### src/tbs_consts.svh
`ifndef TBS_CONSTS_SVH
`define TBS_CONSTS_SVH
// Widths and counts
`define TBS_CW 16
`define TBS_NS 4
`define TBS_SEL_W 2
`define TBS_AW 8
`define TBS_SLOTS 16
`define TBS_POS_W 7
`define TBS_IRQ_W 3
// Register byte addresses and address groups
`define TBS_A_CTRL 8'h00
`define TBS_A_TTHR 8'h04
`define TBS_A_MAXD 8'h08
`define TBS_A_STEPS 8'h0c
`define TBS_A_STAT 8'h20
`define TBS_A_ISTAT 8'h24
`define TBS_A_ICLR 8'h28
`define TBS_A_IEN 8'h2c
`define TBS_G_KTHR 4'h1
`define TBS_G_BASE 4'h3
`define TBS_G_DELTA 4'h4
// Control field positions
`define TBS_CTRL_METHOD 0
`define TBS_CTRL_AVG_LO 2
`define TBS_CTRL_AVG_HI 3
`define TBS_CTRL_DISC_LO 4
`define TBS_CTRL_DISC_HI 7
// Status field positions
`define TBS_STAT_TOUCH_LO 4
`define TBS_STAT_POS_LO 8
// Interrupt bits
`define TBS_IRQ_PRESS 0
`define TBS_IRQ_POS 1
`define TBS_IRQ_MEAS 2
// Reset values
`define TBS_RST_TTHR 16'h0008
`define TBS_RST_KTHR 16'h0040
`define TBS_RST_MAXD 16'h0100
`define TBS_RST_STEPS 5'h10
// Bus responses
`define TBS_RESP_OK 2'b00
`define TBS_RESP_ERR 2'b10
`endif

### src/tbs_pkg.sv
package tbs_pkg;
`include "tbs_consts.svh"

  // Bus channel phase, Gray coded
  typedef enum logic [1:0] {
    TBS_IDLE = 2'b00,
    TBS_RESP = 2'b01
  } tbs_bus_e;

  typedef logic [`TBS_CW-1:0] tbs_cnt_t;

  // Top-level state
  typedef struct packed {
    tbs_bus_e wst;
    logic aw_held;
    logic [`TBS_AW-1:0] awaddr;
    logic w_held;
    logic [31:0] wdata;
    logic [3:0] wstrb;
    logic [1:0] bresp;
    tbs_bus_e rph;
    logic [31:0] rdata;
    logic [1:0] rresp;
    logic method;
    logic [1:0] avg;
    logic [3:0] disc;
    tbs_cnt_t tthr;
    tbs_cnt_t maxd;
    logic [4:0] steps;
    logic [`TBS_NS-1:0][`TBS_CW-1:0] kthr;
    logic [`TBS_IRQ_W-1:0] ist;
    logic [`TBS_IRQ_W-1:0] ien;
    logic [`TBS_NS-1:0] prev_press;
    logic [`TBS_POS_W-1:0] prev_pos;
  } tbs_top_s;

  // Per-sensor tracker state
  typedef struct packed {
    logic [`TBS_CW+2:0] acc;
    logic [3:0] n;
    tbs_cnt_t base;
    logic base_ok;
    tbs_cnt_t delta;
    logic touched;
    logic pressed;
    logic upd;
  } tbs_trk_s;

  // Slider state
  typedef struct packed {
    logic [`TBS_POS_W-1:0] pos;
  } tbs_sld_s;
endpackage

### src/tbs_slider.sv
`timescale 1ns/1ns
`default_nettype none
`include "tbs_consts.svh"
module tbs_slider
  import tbs_pkg::*;
(
  input wire logic aclk, // System clock
  input wire logic aresetn, // Sync reset, low
  input wire logic [`TBS_NS-1:0] touched, // Touched sensors
  input wire logic [`TBS_NS-1:0][`TBS_CW-1:0] delta, // Clamped deltas
  input wire logic [`TBS_CW-1:0] max_delta, // Delta ceiling
  input wire logic [4:0] steps, // Steps per key
  output logic [`TBS_POS_W-1:0] pos // Slider position
);
  tbs_sld_s s_reg, s_next;

  // Local step within one key, 1 to 16
  function automatic logic [4:0] local_step(input logic [`TBS_CW-1:0] d,
                                            input logic [`TBS_CW-1:0] maxd,
                                            input logic [4:0] st);
    logic [`TBS_CW-1:0] sz;
    logic [`TBS_CW-1:0] q;
    sz = maxd / {11'h0, (st == 5'h0) ? 5'h1 : st}; // RULE_13
    if (sz == '0) sz = `TBS_CW'(1);
    q = d / sz; // RULE_18
    if (q < `TBS_CW'(1)) return 5'h1; // RULE_18
    if (q > `TBS_CW'(`TBS_SLOTS)) return 5'(`TBS_SLOTS); // RULE_17 RULE_18
    return q[4:0];
  endfunction

  // Highest touched sensor overrides lower ones
  always_comb begin
    s_next.pos = '0; // RULE_14
    for (int i = 0; i < `TBS_NS; i++) begin
      if (touched[i]) begin
        s_next.pos = `TBS_POS_W'(i * `TBS_SLOTS) + {2'h0, local_step(delta[i], max_delta, steps)}; // RULE_11 RULE_15 RULE_16
      end
    end
  end

  always_ff @(posedge aclk) begin
    if (!aresetn) begin
      s_reg <= '0;
    end else begin
      s_reg <= s_next;
    end
  end

  assign pos = s_reg.pos;
endmodule
`default_nettype wire

### src/tbs_top.sv
// How it works
// RULE_01 - A configurable count of low raw-count bits is dropped before use.
// RULE_02 - One to eight consecutive samples per sensor may be averaged first.
// RULE_03 - Every sensor holds its own baseline, fed only by its own samples.
// RULE_04 - Delta sign follows method: oscillator counts fall, resistor counts rise.
// RULE_05 - Each result is first checked against a small presence threshold.
// RULE_06 - Baseline changes only while the sensor reads as untouched.
// RULE_07 - Lower-capacitance result: baseline becomes mean of old and new.
// RULE_08 - Higher-capacitance result: baseline moves one count toward it.
// RULE_09 - Key is pressed when its delta exceeds its own programmable threshold.
// RULE_10 - Software sets press thresholds above measurement noise.
// RULE_11 - Four sensors of sixteen positions give sixty-four slider steps.
// RULE_12 - Each delta is clamped to a configured reachable maximum.
// RULE_13 - Step size is maximum delta over steps per key.
// RULE_14 - Position is zero while no sensor is touched.
// RULE_15 - Only the most significant touched sensor sets the position.
// RULE_16 - Sensor weight times sixteen plus local step gives 1 to 64.
// RULE_17 - A saturated sensor holds position until a higher one is touched.
// RULE_18 - Local step is delta over step size, limited to 1..16.
// RULE_19 - Incoming raw counts are timer counts over one measurement window.
`timescale 1ns/1ns
`default_nettype none
`include "tbs_consts.svh"
module tbs_top
  import tbs_pkg::*;
(
  input wire logic aclk, // System clock
  input wire logic aresetn, // Sync reset, low
  input wire logic [`TBS_AW-1:0] s_axi_awaddr, // Write address
  input wire logic s_axi_awvalid, // Write address valid
  output logic s_axi_awready, // Write address ready
  input wire logic [31:0] s_axi_wdata, // Write data
  input wire logic [3:0] s_axi_wstrb, // Byte enables
  input wire logic s_axi_wvalid, // Write data valid
  output logic s_axi_wready, // Write data ready
  output logic [1:0] s_axi_bresp, // Write response
  output logic s_axi_bvalid, // Write response valid
  input wire logic s_axi_bready, // Write response ready
  input wire logic [`TBS_AW-1:0] s_axi_araddr, // Read address
  input wire logic s_axi_arvalid, // Read address valid
  output logic s_axi_arready, // Read address ready
  output logic [31:0] s_axi_rdata, // Read data
  output logic [1:0] s_axi_rresp, // Read response
  output logic s_axi_rvalid, // Read data valid
  input wire logic s_axi_rready, // Read data ready
  input wire logic sample_valid, // Raw count strobe
  input wire logic [`TBS_SEL_W-1:0] sample_sensor, // Sensor of the count
  input wire logic [`TBS_CW-1:0] sample_count, // Raw timer count
  output logic [`TBS_NS-1:0] key_pressed, // Pressed keys
  output logic [`TBS_NS-1:0] key_touched, // Touched keys
  output logic [`TBS_POS_W-1:0] slider_pos, // Slider position
  output logic irq // Level interrupt
);
  tbs_top_s s_reg, s_next;
  logic [`TBS_NS-1:0][`TBS_CW-1:0] base_w;
  logic [`TBS_NS-1:0][`TBS_CW-1:0] delta_w;
  logic [`TBS_NS-1:0] touch_w, press_w, upd_w;
  logic [`TBS_POS_W-1:0] pos_w;
  logic [32:0] wr_cur, rd_cur;
  logic [31:0] nv;
  logic [`TBS_IRQ_W-1:0] clr, set;

  // Register read mux: bit 32 flags a mapped address
  function automatic logic [32:0] reg_read(input logic [`TBS_AW-1:0] a);
    logic [1:0] ix;
    ix = a[3:2];
    case (a)
      `TBS_A_CTRL: return {1'b1, 24'h0, s_reg.disc, s_reg.avg, 1'b0, s_reg.method};
      `TBS_A_TTHR: return {1'b1, 16'h0, s_reg.tthr};
      `TBS_A_MAXD: return {1'b1, 16'h0, s_reg.maxd};
      `TBS_A_STEPS: return {1'b1, 27'h0, s_reg.steps};
      `TBS_A_STAT: return {1'b1, 17'h0, pos_w, touch_w, press_w};
      `TBS_A_ISTAT: return {1'b1, 29'h0, s_reg.ist};
      `TBS_A_ICLR: return {1'b1, 32'h0};
      `TBS_A_IEN: return {1'b1, 29'h0, s_reg.ien};
      default: begin
        if (a[1:0] != 2'h0) return {1'b0, 32'h0};
        if (a[7:4] == `TBS_G_KTHR) return {1'b1, 16'h0, s_reg.kthr[ix]};
        if (a[7:4] == `TBS_G_BASE) return {1'b1, 16'h0, base_w[ix]};
        if (a[7:4] == `TBS_G_DELTA) return {1'b1, 16'h0, delta_w[ix]};
        return {1'b0, 32'h0};
      end
    endcase
  endfunction

  // Byte-lane merge of a write into the current word
  function automatic logic [31:0] wmerge(input logic [31:0] old, input logic [31:0] d,
                                         input logic [3:0] strb);
    logic [31:0] r;
    r = old;
    for (int b = 0; b < 4; b++) begin
      if (strb[b]) r[b*8 +: 8] = d[b*8 +: 8];
    end
    return r;
  endfunction

  // Writes to read-only words are refused so software sees its mistake
  function automatic logic writable(input logic [`TBS_AW-1:0] a);
    case (a)
      `TBS_A_CTRL, `TBS_A_TTHR, `TBS_A_MAXD, `TBS_A_STEPS: return 1'b1;
      `TBS_A_ICLR, `TBS_A_IEN: return 1'b1;
      default: return (a[7:4] == `TBS_G_KTHR) && (a[1:0] == 2'h0);
    endcase
  endfunction

  // Bus slave, configuration, event capture
  always_comb begin
    s_next = s_reg;
    clr = '0;
    wr_cur = reg_read(s_reg.awaddr);
    rd_cur = reg_read(s_axi_araddr);
    nv = wmerge(wr_cur[31:0], s_reg.wdata, s_reg.wstrb);
    // Address and data are taken in either order
    if (s_axi_awvalid && s_axi_awready) begin
      s_next.aw_held = 1'b1;
      s_next.awaddr = s_axi_awaddr;
    end
    if (s_axi_wvalid && s_axi_wready) begin
      s_next.w_held = 1'b1;
      s_next.wdata = s_axi_wdata;
      s_next.wstrb = s_axi_wstrb;
    end
    case (s_reg.wst)
      TBS_IDLE: begin
        if (s_reg.aw_held && s_reg.w_held) begin
          s_next.aw_held = 1'b0;
          s_next.w_held = 1'b0;
          s_next.wst = TBS_RESP;
          s_next.bresp = writable(s_reg.awaddr) ? `TBS_RESP_OK : `TBS_RESP_ERR;
          case (s_reg.awaddr)
            `TBS_A_CTRL: begin
              s_next.method = nv[`TBS_CTRL_METHOD];
              s_next.avg = nv[`TBS_CTRL_AVG_HI:`TBS_CTRL_AVG_LO];
              s_next.disc = nv[`TBS_CTRL_DISC_HI:`TBS_CTRL_DISC_LO];
            end
            `TBS_A_TTHR: s_next.tthr = nv[`TBS_CW-1:0];
            `TBS_A_MAXD: s_next.maxd = nv[`TBS_CW-1:0];
            `TBS_A_STEPS: s_next.steps = nv[4:0];
            `TBS_A_ICLR: clr = nv[`TBS_IRQ_W-1:0];
            `TBS_A_IEN: s_next.ien = nv[`TBS_IRQ_W-1:0];
            default: begin
              if (writable(s_reg.awaddr)) s_next.kthr[s_reg.awaddr[3:2]] = nv[`TBS_CW-1:0];
            end
          endcase
        end
      end
      TBS_RESP: begin
        if (s_axi_bready) s_next.wst = TBS_IDLE;
      end
      default: s_next.wst = TBS_IDLE;
    endcase
    // Read channel
    case (s_reg.rph)
      TBS_IDLE: begin
        if (s_axi_arvalid) begin
          s_next.rph = TBS_RESP;
          s_next.rdata = rd_cur[31:0];
          s_next.rresp = rd_cur[32] ? `TBS_RESP_OK : `TBS_RESP_ERR;
        end
      end
      TBS_RESP: begin
        if (s_axi_rready) s_next.rph = TBS_IDLE;
      end
      default: s_next.rph = TBS_IDLE;
    endcase
    // Sticky events; a new event beats a clear in the same cycle
    set = '0;
    set[`TBS_IRQ_PRESS] = |(press_w ^ s_reg.prev_press);
    set[`TBS_IRQ_POS] = pos_w != s_reg.prev_pos;
    set[`TBS_IRQ_MEAS] = |upd_w;
    s_next.ist = (s_reg.ist & ~clr) | set;
    s_next.prev_press = press_w;
    s_next.prev_pos = pos_w;
  end

  // State register with documented defaults
  always_ff @(posedge aclk) begin
    if (!aresetn) begin
      s_reg <= '0;
      s_reg.tthr <= `TBS_RST_TTHR;
      s_reg.maxd <= `TBS_RST_MAXD;
      s_reg.steps <= `TBS_RST_STEPS;
      s_reg.kthr <= {`TBS_NS{`TBS_RST_KTHR}};
    end else begin
      s_reg <= s_next;
    end
  end

  // Handshakes; one write and one read in flight
  assign s_axi_awready = !s_reg.aw_held && (s_reg.wst == TBS_IDLE);
  assign s_axi_wready = !s_reg.w_held && (s_reg.wst == TBS_IDLE);
  assign s_axi_bvalid = s_reg.wst == TBS_RESP;
  assign s_axi_bresp = s_reg.bresp;
  assign s_axi_arready = s_reg.rph == TBS_IDLE;
  assign s_axi_rvalid = s_reg.rph == TBS_RESP;
  assign s_axi_rdata = s_reg.rdata;
  assign s_axi_rresp = s_reg.rresp;
  assign irq = |(s_reg.ist & s_reg.ien);
  assign key_pressed = press_w;
  assign key_touched = touch_w;
  assign slider_pos = pos_w;

  // One tracker per sensor, steered only by its own samples
  for (genvar g = 0; g < `TBS_NS; g++) begin : g_trk
    tbs_track u_trk (
      .aclk(aclk),
      .aresetn(aresetn),
      .sample_valid(sample_valid && (sample_sensor == `TBS_SEL_W'(g))), // RULE_03
      .sample_count(sample_count),
      .method(s_reg.method),
      .avg_log2(s_reg.avg),
      .discard_bits(s_reg.disc),
      .touch_thr(s_reg.tthr),
      .key_thr(s_reg.kthr[g]),
      .max_delta(s_reg.maxd),
      .base_out(base_w[g]),
      .delta_out(delta_w[g]),
      .touched(touch_w[g]),
      .pressed(press_w[g]),
      .upd(upd_w[g])
    );

    chk_own_base: assert property (@(posedge aclk) disable iff (!aresetn) // RULE_03
      $changed(base_w[g]) |-> $past(sample_valid && (sample_sensor == `TBS_SEL_W'(g))))
      else $error("baseline moved without own sample");
    chk_press_thr: assert property (@(posedge aclk) disable iff (!aresetn) // RULE_09
      upd_w[g] |-> press_w[g] == (delta_w[g] > $past(s_reg.kthr[g])))
      else $error("press flag disagrees with threshold");
    chk_delta_clamp: assert property (@(posedge aclk) disable iff (!aresetn) // RULE_12
      upd_w[g] |-> delta_w[g] <= $past(s_reg.maxd))
      else $error("delta above maximum");
  end

  tbs_slider u_sld (
    .aclk(aclk),
    .aresetn(aresetn),
    .touched(touch_w),
    .delta(delta_w),
    .max_delta(s_reg.maxd),
    .steps(s_reg.steps),
    .pos(pos_w)
  );

  chk_pos_zero: assert property (@(posedge aclk) disable iff (!aresetn) // RULE_14
    touch_w == '0 |=> pos_w == '0)
    else $error("position not zero when idle");
  chk_pos_range: assert property (@(posedge aclk) disable iff (!aresetn) // RULE_16
    touch_w != '0 |=> pos_w >= `TBS_POS_W'(1) && pos_w <= `TBS_POS_W'(4 * `TBS_SLOTS))
    else $error("position out of range");
  chk_top_key: assert property (@(posedge aclk) disable iff (!aresetn) // RULE_15
    touch_w[`TBS_NS-1] |=> pos_w > `TBS_POS_W'(3 * `TBS_SLOTS))
    else $error("top sensor not dominant");
  chk_set_wins: assert property (@(posedge aclk) disable iff (!aresetn)
    (|upd_w) |=> s_reg.ist[`TBS_IRQ_MEAS])
    else $error("measure event lost");
  chk_bvalid_hold: assert property (@(posedge aclk) disable iff (!aresetn)
    s_axi_bvalid && !s_axi_bready |=> s_axi_bvalid && $stable(s_axi_bresp))
    else $error("write response dropped");
  chk_rvalid_hold: assert property (@(posedge aclk) disable iff (!aresetn)
    s_axi_rvalid && !s_axi_rready |=> s_axi_rvalid && $stable(s_axi_rdata))
    else $error("read data dropped");

  cov_press: cover property (@(posedge aclk) disable iff (!aresetn) $rose(|press_w));
  cov_top_pos: cover property (@(posedge aclk) disable iff (!aresetn)
    pos_w == `TBS_POS_W'(4 * `TBS_SLOTS));
  cov_irq: cover property (@(posedge aclk) disable iff (!aresetn) $rose(irq));
endmodule
`default_nettype wire

### src/tbs_track.sv
`timescale 1ns/1ns
`default_nettype none
`include "tbs_consts.svh"
module tbs_track
  import tbs_pkg::*;
(
  input wire logic aclk, // System clock
  input wire logic aresetn, // Sync reset, low
  input wire logic sample_valid, // Raw count for this sensor
  input wire logic [`TBS_CW-1:0] sample_count, // Raw count
  input wire logic method, // 1 = resistor charge
  input wire logic [1:0] avg_log2, // Samples averaged, log2
  input wire logic [3:0] discard_bits, // Low bits dropped
  input wire logic [`TBS_CW-1:0] touch_thr, // Presence threshold
  input wire logic [`TBS_CW-1:0] key_thr, // Press threshold
  input wire logic [`TBS_CW-1:0] max_delta, // Delta ceiling
  output logic [`TBS_CW-1:0] base_out, // Tracked baseline
  output logic [`TBS_CW-1:0] delta_out, // Clamped delta
  output logic touched, // At or above presence threshold
  output logic pressed, // Above press threshold
  output logic upd // One-cycle update pulse
);
  tbs_trk_s s_reg, s_next;
  logic [`TBS_CW+2:0] sum;
  logic [3:0] n_inc;
  logic proc, lower_cap, higher_cap, quiet;
  logic [`TBS_CW-1:0] meas, raw_d, avg_v;

  // Average, shift, compare, then track the baseline
  always_comb begin
    s_next = s_reg;
    s_next.upd = 1'b0;
    sum = s_reg.acc + {3'h0, sample_count}; // RULE_19
    n_inc = s_reg.n + 4'h1;
    proc = sample_valid && (n_inc >= (4'h1 << avg_log2)); // RULE_02
    meas = `TBS_CW'(sum >> avg_log2) >> discard_bits; // RULE_01
    lower_cap = method ? (meas < s_reg.base) : (meas > s_reg.base); // RULE_04
    higher_cap = method ? (meas > s_reg.base) : (meas < s_reg.base); // RULE_04
    raw_d = !higher_cap ? '0 : (method ? meas - s_reg.base : s_reg.base - meas); // RULE_04
    quiet = raw_d < touch_thr; // RULE_05
    avg_v = `TBS_CW'(({1'b0, s_reg.base} + {1'b0, meas}) >> 1);
    if (sample_valid) begin
      s_next.acc = proc ? '0 : sum;
      s_next.n = proc ? '0 : n_inc;
    end
    if (proc) begin
      s_next.upd = 1'b1;
      if (!s_reg.base_ok) begin
        // First result seeds the baseline
        s_next.base = meas;
        s_next.base_ok = 1'b1;
        s_next.delta = '0;
        s_next.touched = 1'b0;
        s_next.pressed = 1'b0;
      end else begin
        s_next.delta = (raw_d > max_delta) ? max_delta : raw_d; // RULE_12
        s_next.touched = !quiet;
        s_next.pressed = s_next.delta > key_thr; // RULE_09
        // Slow one-count creep toward higher capacitance so an approaching finger is not absorbed
        if (quiet && lower_cap) begin
          s_next.base = avg_v; // RULE_06 RULE_07
        end else if (quiet && higher_cap) begin
          s_next.base = method ? s_reg.base + 1'b1 : s_reg.base - 1'b1; // RULE_06 RULE_08
        end
      end
    end
  end

  always_ff @(posedge aclk) begin
    if (!aresetn) begin
      s_reg <= '0;
    end else begin
      s_reg <= s_next;
    end
  end

  assign base_out = s_reg.base;
  assign delta_out = s_reg.delta;
  assign touched = s_reg.touched;
  assign pressed = s_reg.pressed;
  assign upd = s_reg.upd;

  chk_base_avg: assert property (@(posedge aclk) disable iff (!aresetn) // RULE_07
    proc && s_reg.base_ok && quiet && lower_cap |=> s_reg.base == $past(avg_v))
    else $error("baseline not averaged down");
  chk_base_step: assert property (@(posedge aclk) disable iff (!aresetn) // RULE_08
    proc && s_reg.base_ok && quiet && higher_cap |=>
      s_reg.base == ($past(method) ? $past(s_reg.base) + 1'b1 : $past(s_reg.base) - 1'b1))
    else $error("baseline not moved by one count");
endmodule
`default_nettype wire

### config.mk
export PLATFORM = sky130hd
export DESIGN_NAME = tbs_top
export DESIGN_NICKNAME = d
export VERILOG_FILES = /design/src/tbs_pkg.sv /design/src/tbs_slider.sv /design/src/tbs_top.sv /design/src/tbs_track.sv
export VERILOG_INCLUDE_DIRS = /design/src
export SDC_FILE = /design/constraint.sdc
export NUM_CORES = 2
export LEC_CHECK = 0
export BUFFER_PORTS_ARGS = -buffer_cell sky130_fd_sc_hd__buf_2
export CAP_MARGIN = 20
export CORE_ASPECT_RATIO = 0.6
export CORE_UTILIZATION = 50
export DETAILED_ROUTE_END_ITERATION = 16
export HOLD_SLACK_MARGIN = 0.15
export PLACE_DENSITY = 0.63
export SYNTH_ARGS = -nofsm -noshare
export SYNTH_HDL_FRONTEND = slang
export SYNTH_SLANG_ARGS = --single-unit
### constraint.sdc
create_clock -name aclk -period 125.3 [get_ports aclk]
set_input_delay 25.06 -clock aclk [delete_from_list [all_inputs] [get_ports aclk]]
set_output_delay 25.06 -clock aclk [all_outputs]
set_load 0.1 [all_outputs]
==> results.cfg <==
[run_status]
status = finished, final reports clean

[yosys]
syn_area_per_cell_um2 = 7.52
synth.most_common_cell = ha_1
ys_types = 128
synth_area_leaders = ha_1 20%, dfxtp_1 12%, nor2_1 5.8%
yosys.area.top_type = ha_1
yosysTopAreaCellShare_pct = 20.0
ys_async_sr_fraction_pct = 0
ys_warn_count = 0
synth_edf_count = 0
ys_ff_latch = 416
ys_seq_area_share_pct = 11.8
synth_commonest_cells = 1,124 x ha_1, 1,078 x nor2_1, 762 x a21oi_1, 715 x nand2_1, 476 x inv_1
syn_inst = 9355
synth-main-ff-cell = dfxtp_1
synth_area_um2 = 70300

[sta]
setup_viol = 0
slew_headroom_pct = 17.7
worst_pin_slew_ns = 1.20
fin_crit_sh_pct = 62.7
max_freq_mhz = 12.7
period_minus_slack_ns = 78.56
clock_skew_ns = 0.0546
setup_total_negative_slack_ns = 0
finalHoldViolCount = 0
drv_slew = 0
rsz0062_at_grt = no

[critical_path]
worstPathArrival_ns = 79.04
cp.required_ns = 125.78
rr_worst_depth = 352
rr_startpoint = s_reg[82]
cp_common_cell = o21a_1
end_kind = flip-flop
cp-start-kind = flip-flop
cp_slowest_cell = dfxtp_1
rr_endpoint = u_sld.pos[0]
slowest_delay_ns = 0.95
path_max_fanout = 64
regToRegSetupSlack_ns = 46.74
crit_type = reg -> reg

[clock_network]
cts_sinks = 416
clkLatencyLatePin_ns = 0.68
clk_pin_slew_ns = 0.07
numCtsBuffers = 47
cts_setup_buffers = 0
root_buffer = clkbuf_16
cts_buffer_depth = 3
htree_levels = 2
ctsHoldBuffers = 0
cts_tree = done
cts_resized = 0

[worst_hold_path]
min_path_cells = 2
hold_end = g_trk[3].u_trk.s_reg[40]
min_path_type = reg -> reg
min_from = g_trk[3].u_trk.s_reg[40]

[grt]
grt_overflow = 0
grt_max_degree = 116
track_usage_pct = 39.7
grt_antenna_before_repair = 24
grt_pass1_wl_um = 427000
grt_pass1_vias = 65100

[drt]
route.vias.total = 72500
wl_per_cell_um = 26.3
drtAntennaViolNets = 0
via_per_inst = 6.50
drt-total-wl_um = 293000
drt-pass1-iter-count = 10
drt_iter0_markers = 9615
drc_errors = 0

[die]
initial_core_util_pct = 50.4
num_rows = 106
die-width_um = 486
dieHeight_um = 292
io-pin-count = 135
coreArea_um2 = 139000
die-area_um2 = 142000

[final_layout]
largest_reg_flops = 155
area_growth_pct = 6.07
post-route-util_pct = 53.5
fin_nets = 10400
drive_above_1_share_pct = 9.81

[place]
io_buffers = 98
gp_congestion = 1.05
dp_hpwl_um = 236000

[run]
drv_cap = 0
[cell families after synthesis]
logic type | after synthesis | synth area share, %
DFF | 416 | 11.8
muxes | 573 | 10.6
buffers and inverters | 1010 | 5.72
xor gates and xnor gates | 426 | 5.31
AOI/OAI and AO/OA | 2780 | 26.2
and+or+nand+nor | 3004 | 19.8
other | 1 | 0.00533
adders and majority gates | 1145 | 20.6
[worst max-delay path by stage]
stage,from,end,cells after the start
after floorplan,s_reg[84],u_sld.pos[3],359
after global placement,s_reg[82],u_sld.pos[0],353
after detailed placement,s_reg[82],u_sld.pos[0],359
after CTS,s_reg[82],u_sld.pos[0],359
after global routing,s_reg[82],u_sld.pos[0],361
final,s_reg[82],u_sld.pos[0],352
[area by class of cell]
cell class	count	area [um2]
fillers	13500	64800
multi-input cells	7946	58200
flip-flops and latches	416	8360
well taps	1890	2360
repair buffers	312	2150
inverters	484	1830
clock buffers	56	1240
clock inverters	32	440
diodes	10	25.0
[placed cells by master (no fill, tap or decap), drive strengths merged, types with 22 or more instances in the layout]
cell type  Yosys  routed
nand3b        23      23
a21boi        24      24
nand2b       137     137
nor2        1078    1078
or3           43      43
mux2i        232     232
inv          482     487
a31oi         68      68
o31ai        150     150
a21oi        765     765
nand4         98      98
o211ai        58      58
nand2        716     716
ha          1124    1124
o21a         339     339
xnor2        299     299
mux4         114     114
a22oi        132     132
nor2b        162     162
buf          102     310
a21o         238     238
clkbuf       424      57
and2          72      72
a211oi       137     137
a221oi        22      22
dfxtp        416     416
nand3        121     121
or2           46      46
o22ai         45      45
xor2         127     127
and3          47      47
nor4          37      37
mux2         227     227
nor3         386     386
o21ai        433     433
o21bai       142     142
[metal layers]
layer | share of wire [%] | vias to the layer above | track usage (%)
met5 | 0.14 | - | 0.573
met4 | 1.9 | 10 | 7.40
met1 | 48 | 34500 | 62.6
met2 | 34 | 3868 | 47.2
met3 | 16 | 287 | 16.7
li1 | - | 33800 | -
[worst max-delay path: cells and delay by family, from the launching register on]
kind / cells / cell delay, ns
buffers and inverters: 27 / 6.76
adder cells (fa/ha/maj): 31 / 9.94
multiplexers: 5 / 1.31
XOR/XNOR: 7 / 1.25
AO/OA/AOI/OAI: 178 / 38.42
flip-flops: 1 / 0.95
AND/OR/NAND/NOR: 104 / 19.46
[through the flow]
| step | std cells | worst slack (ns) | hold slack [ns] | instance area, um2 |
|---|---|---|---|---|
| after detailed placement | 11000 | 49.08 | 0.450 | 72800 |
| after floorplan | 9372 | 54.36 | 0.433 | 70400 |
| final | 11100 | 46.74 | 0.456 | 74600 |
| after CTS | 11100 | 48.78 | 0.460 | 74500 |
| after global placement | 11000 | 50.42 | 0.442 | 72800 |
| after global routing | 11100 | 41.34 | 0.483 | 74600 |
Power is left out: the tool's default activity adds up to more than one toggle a clock period on the data nets, which glitch-free logic cannot reach.
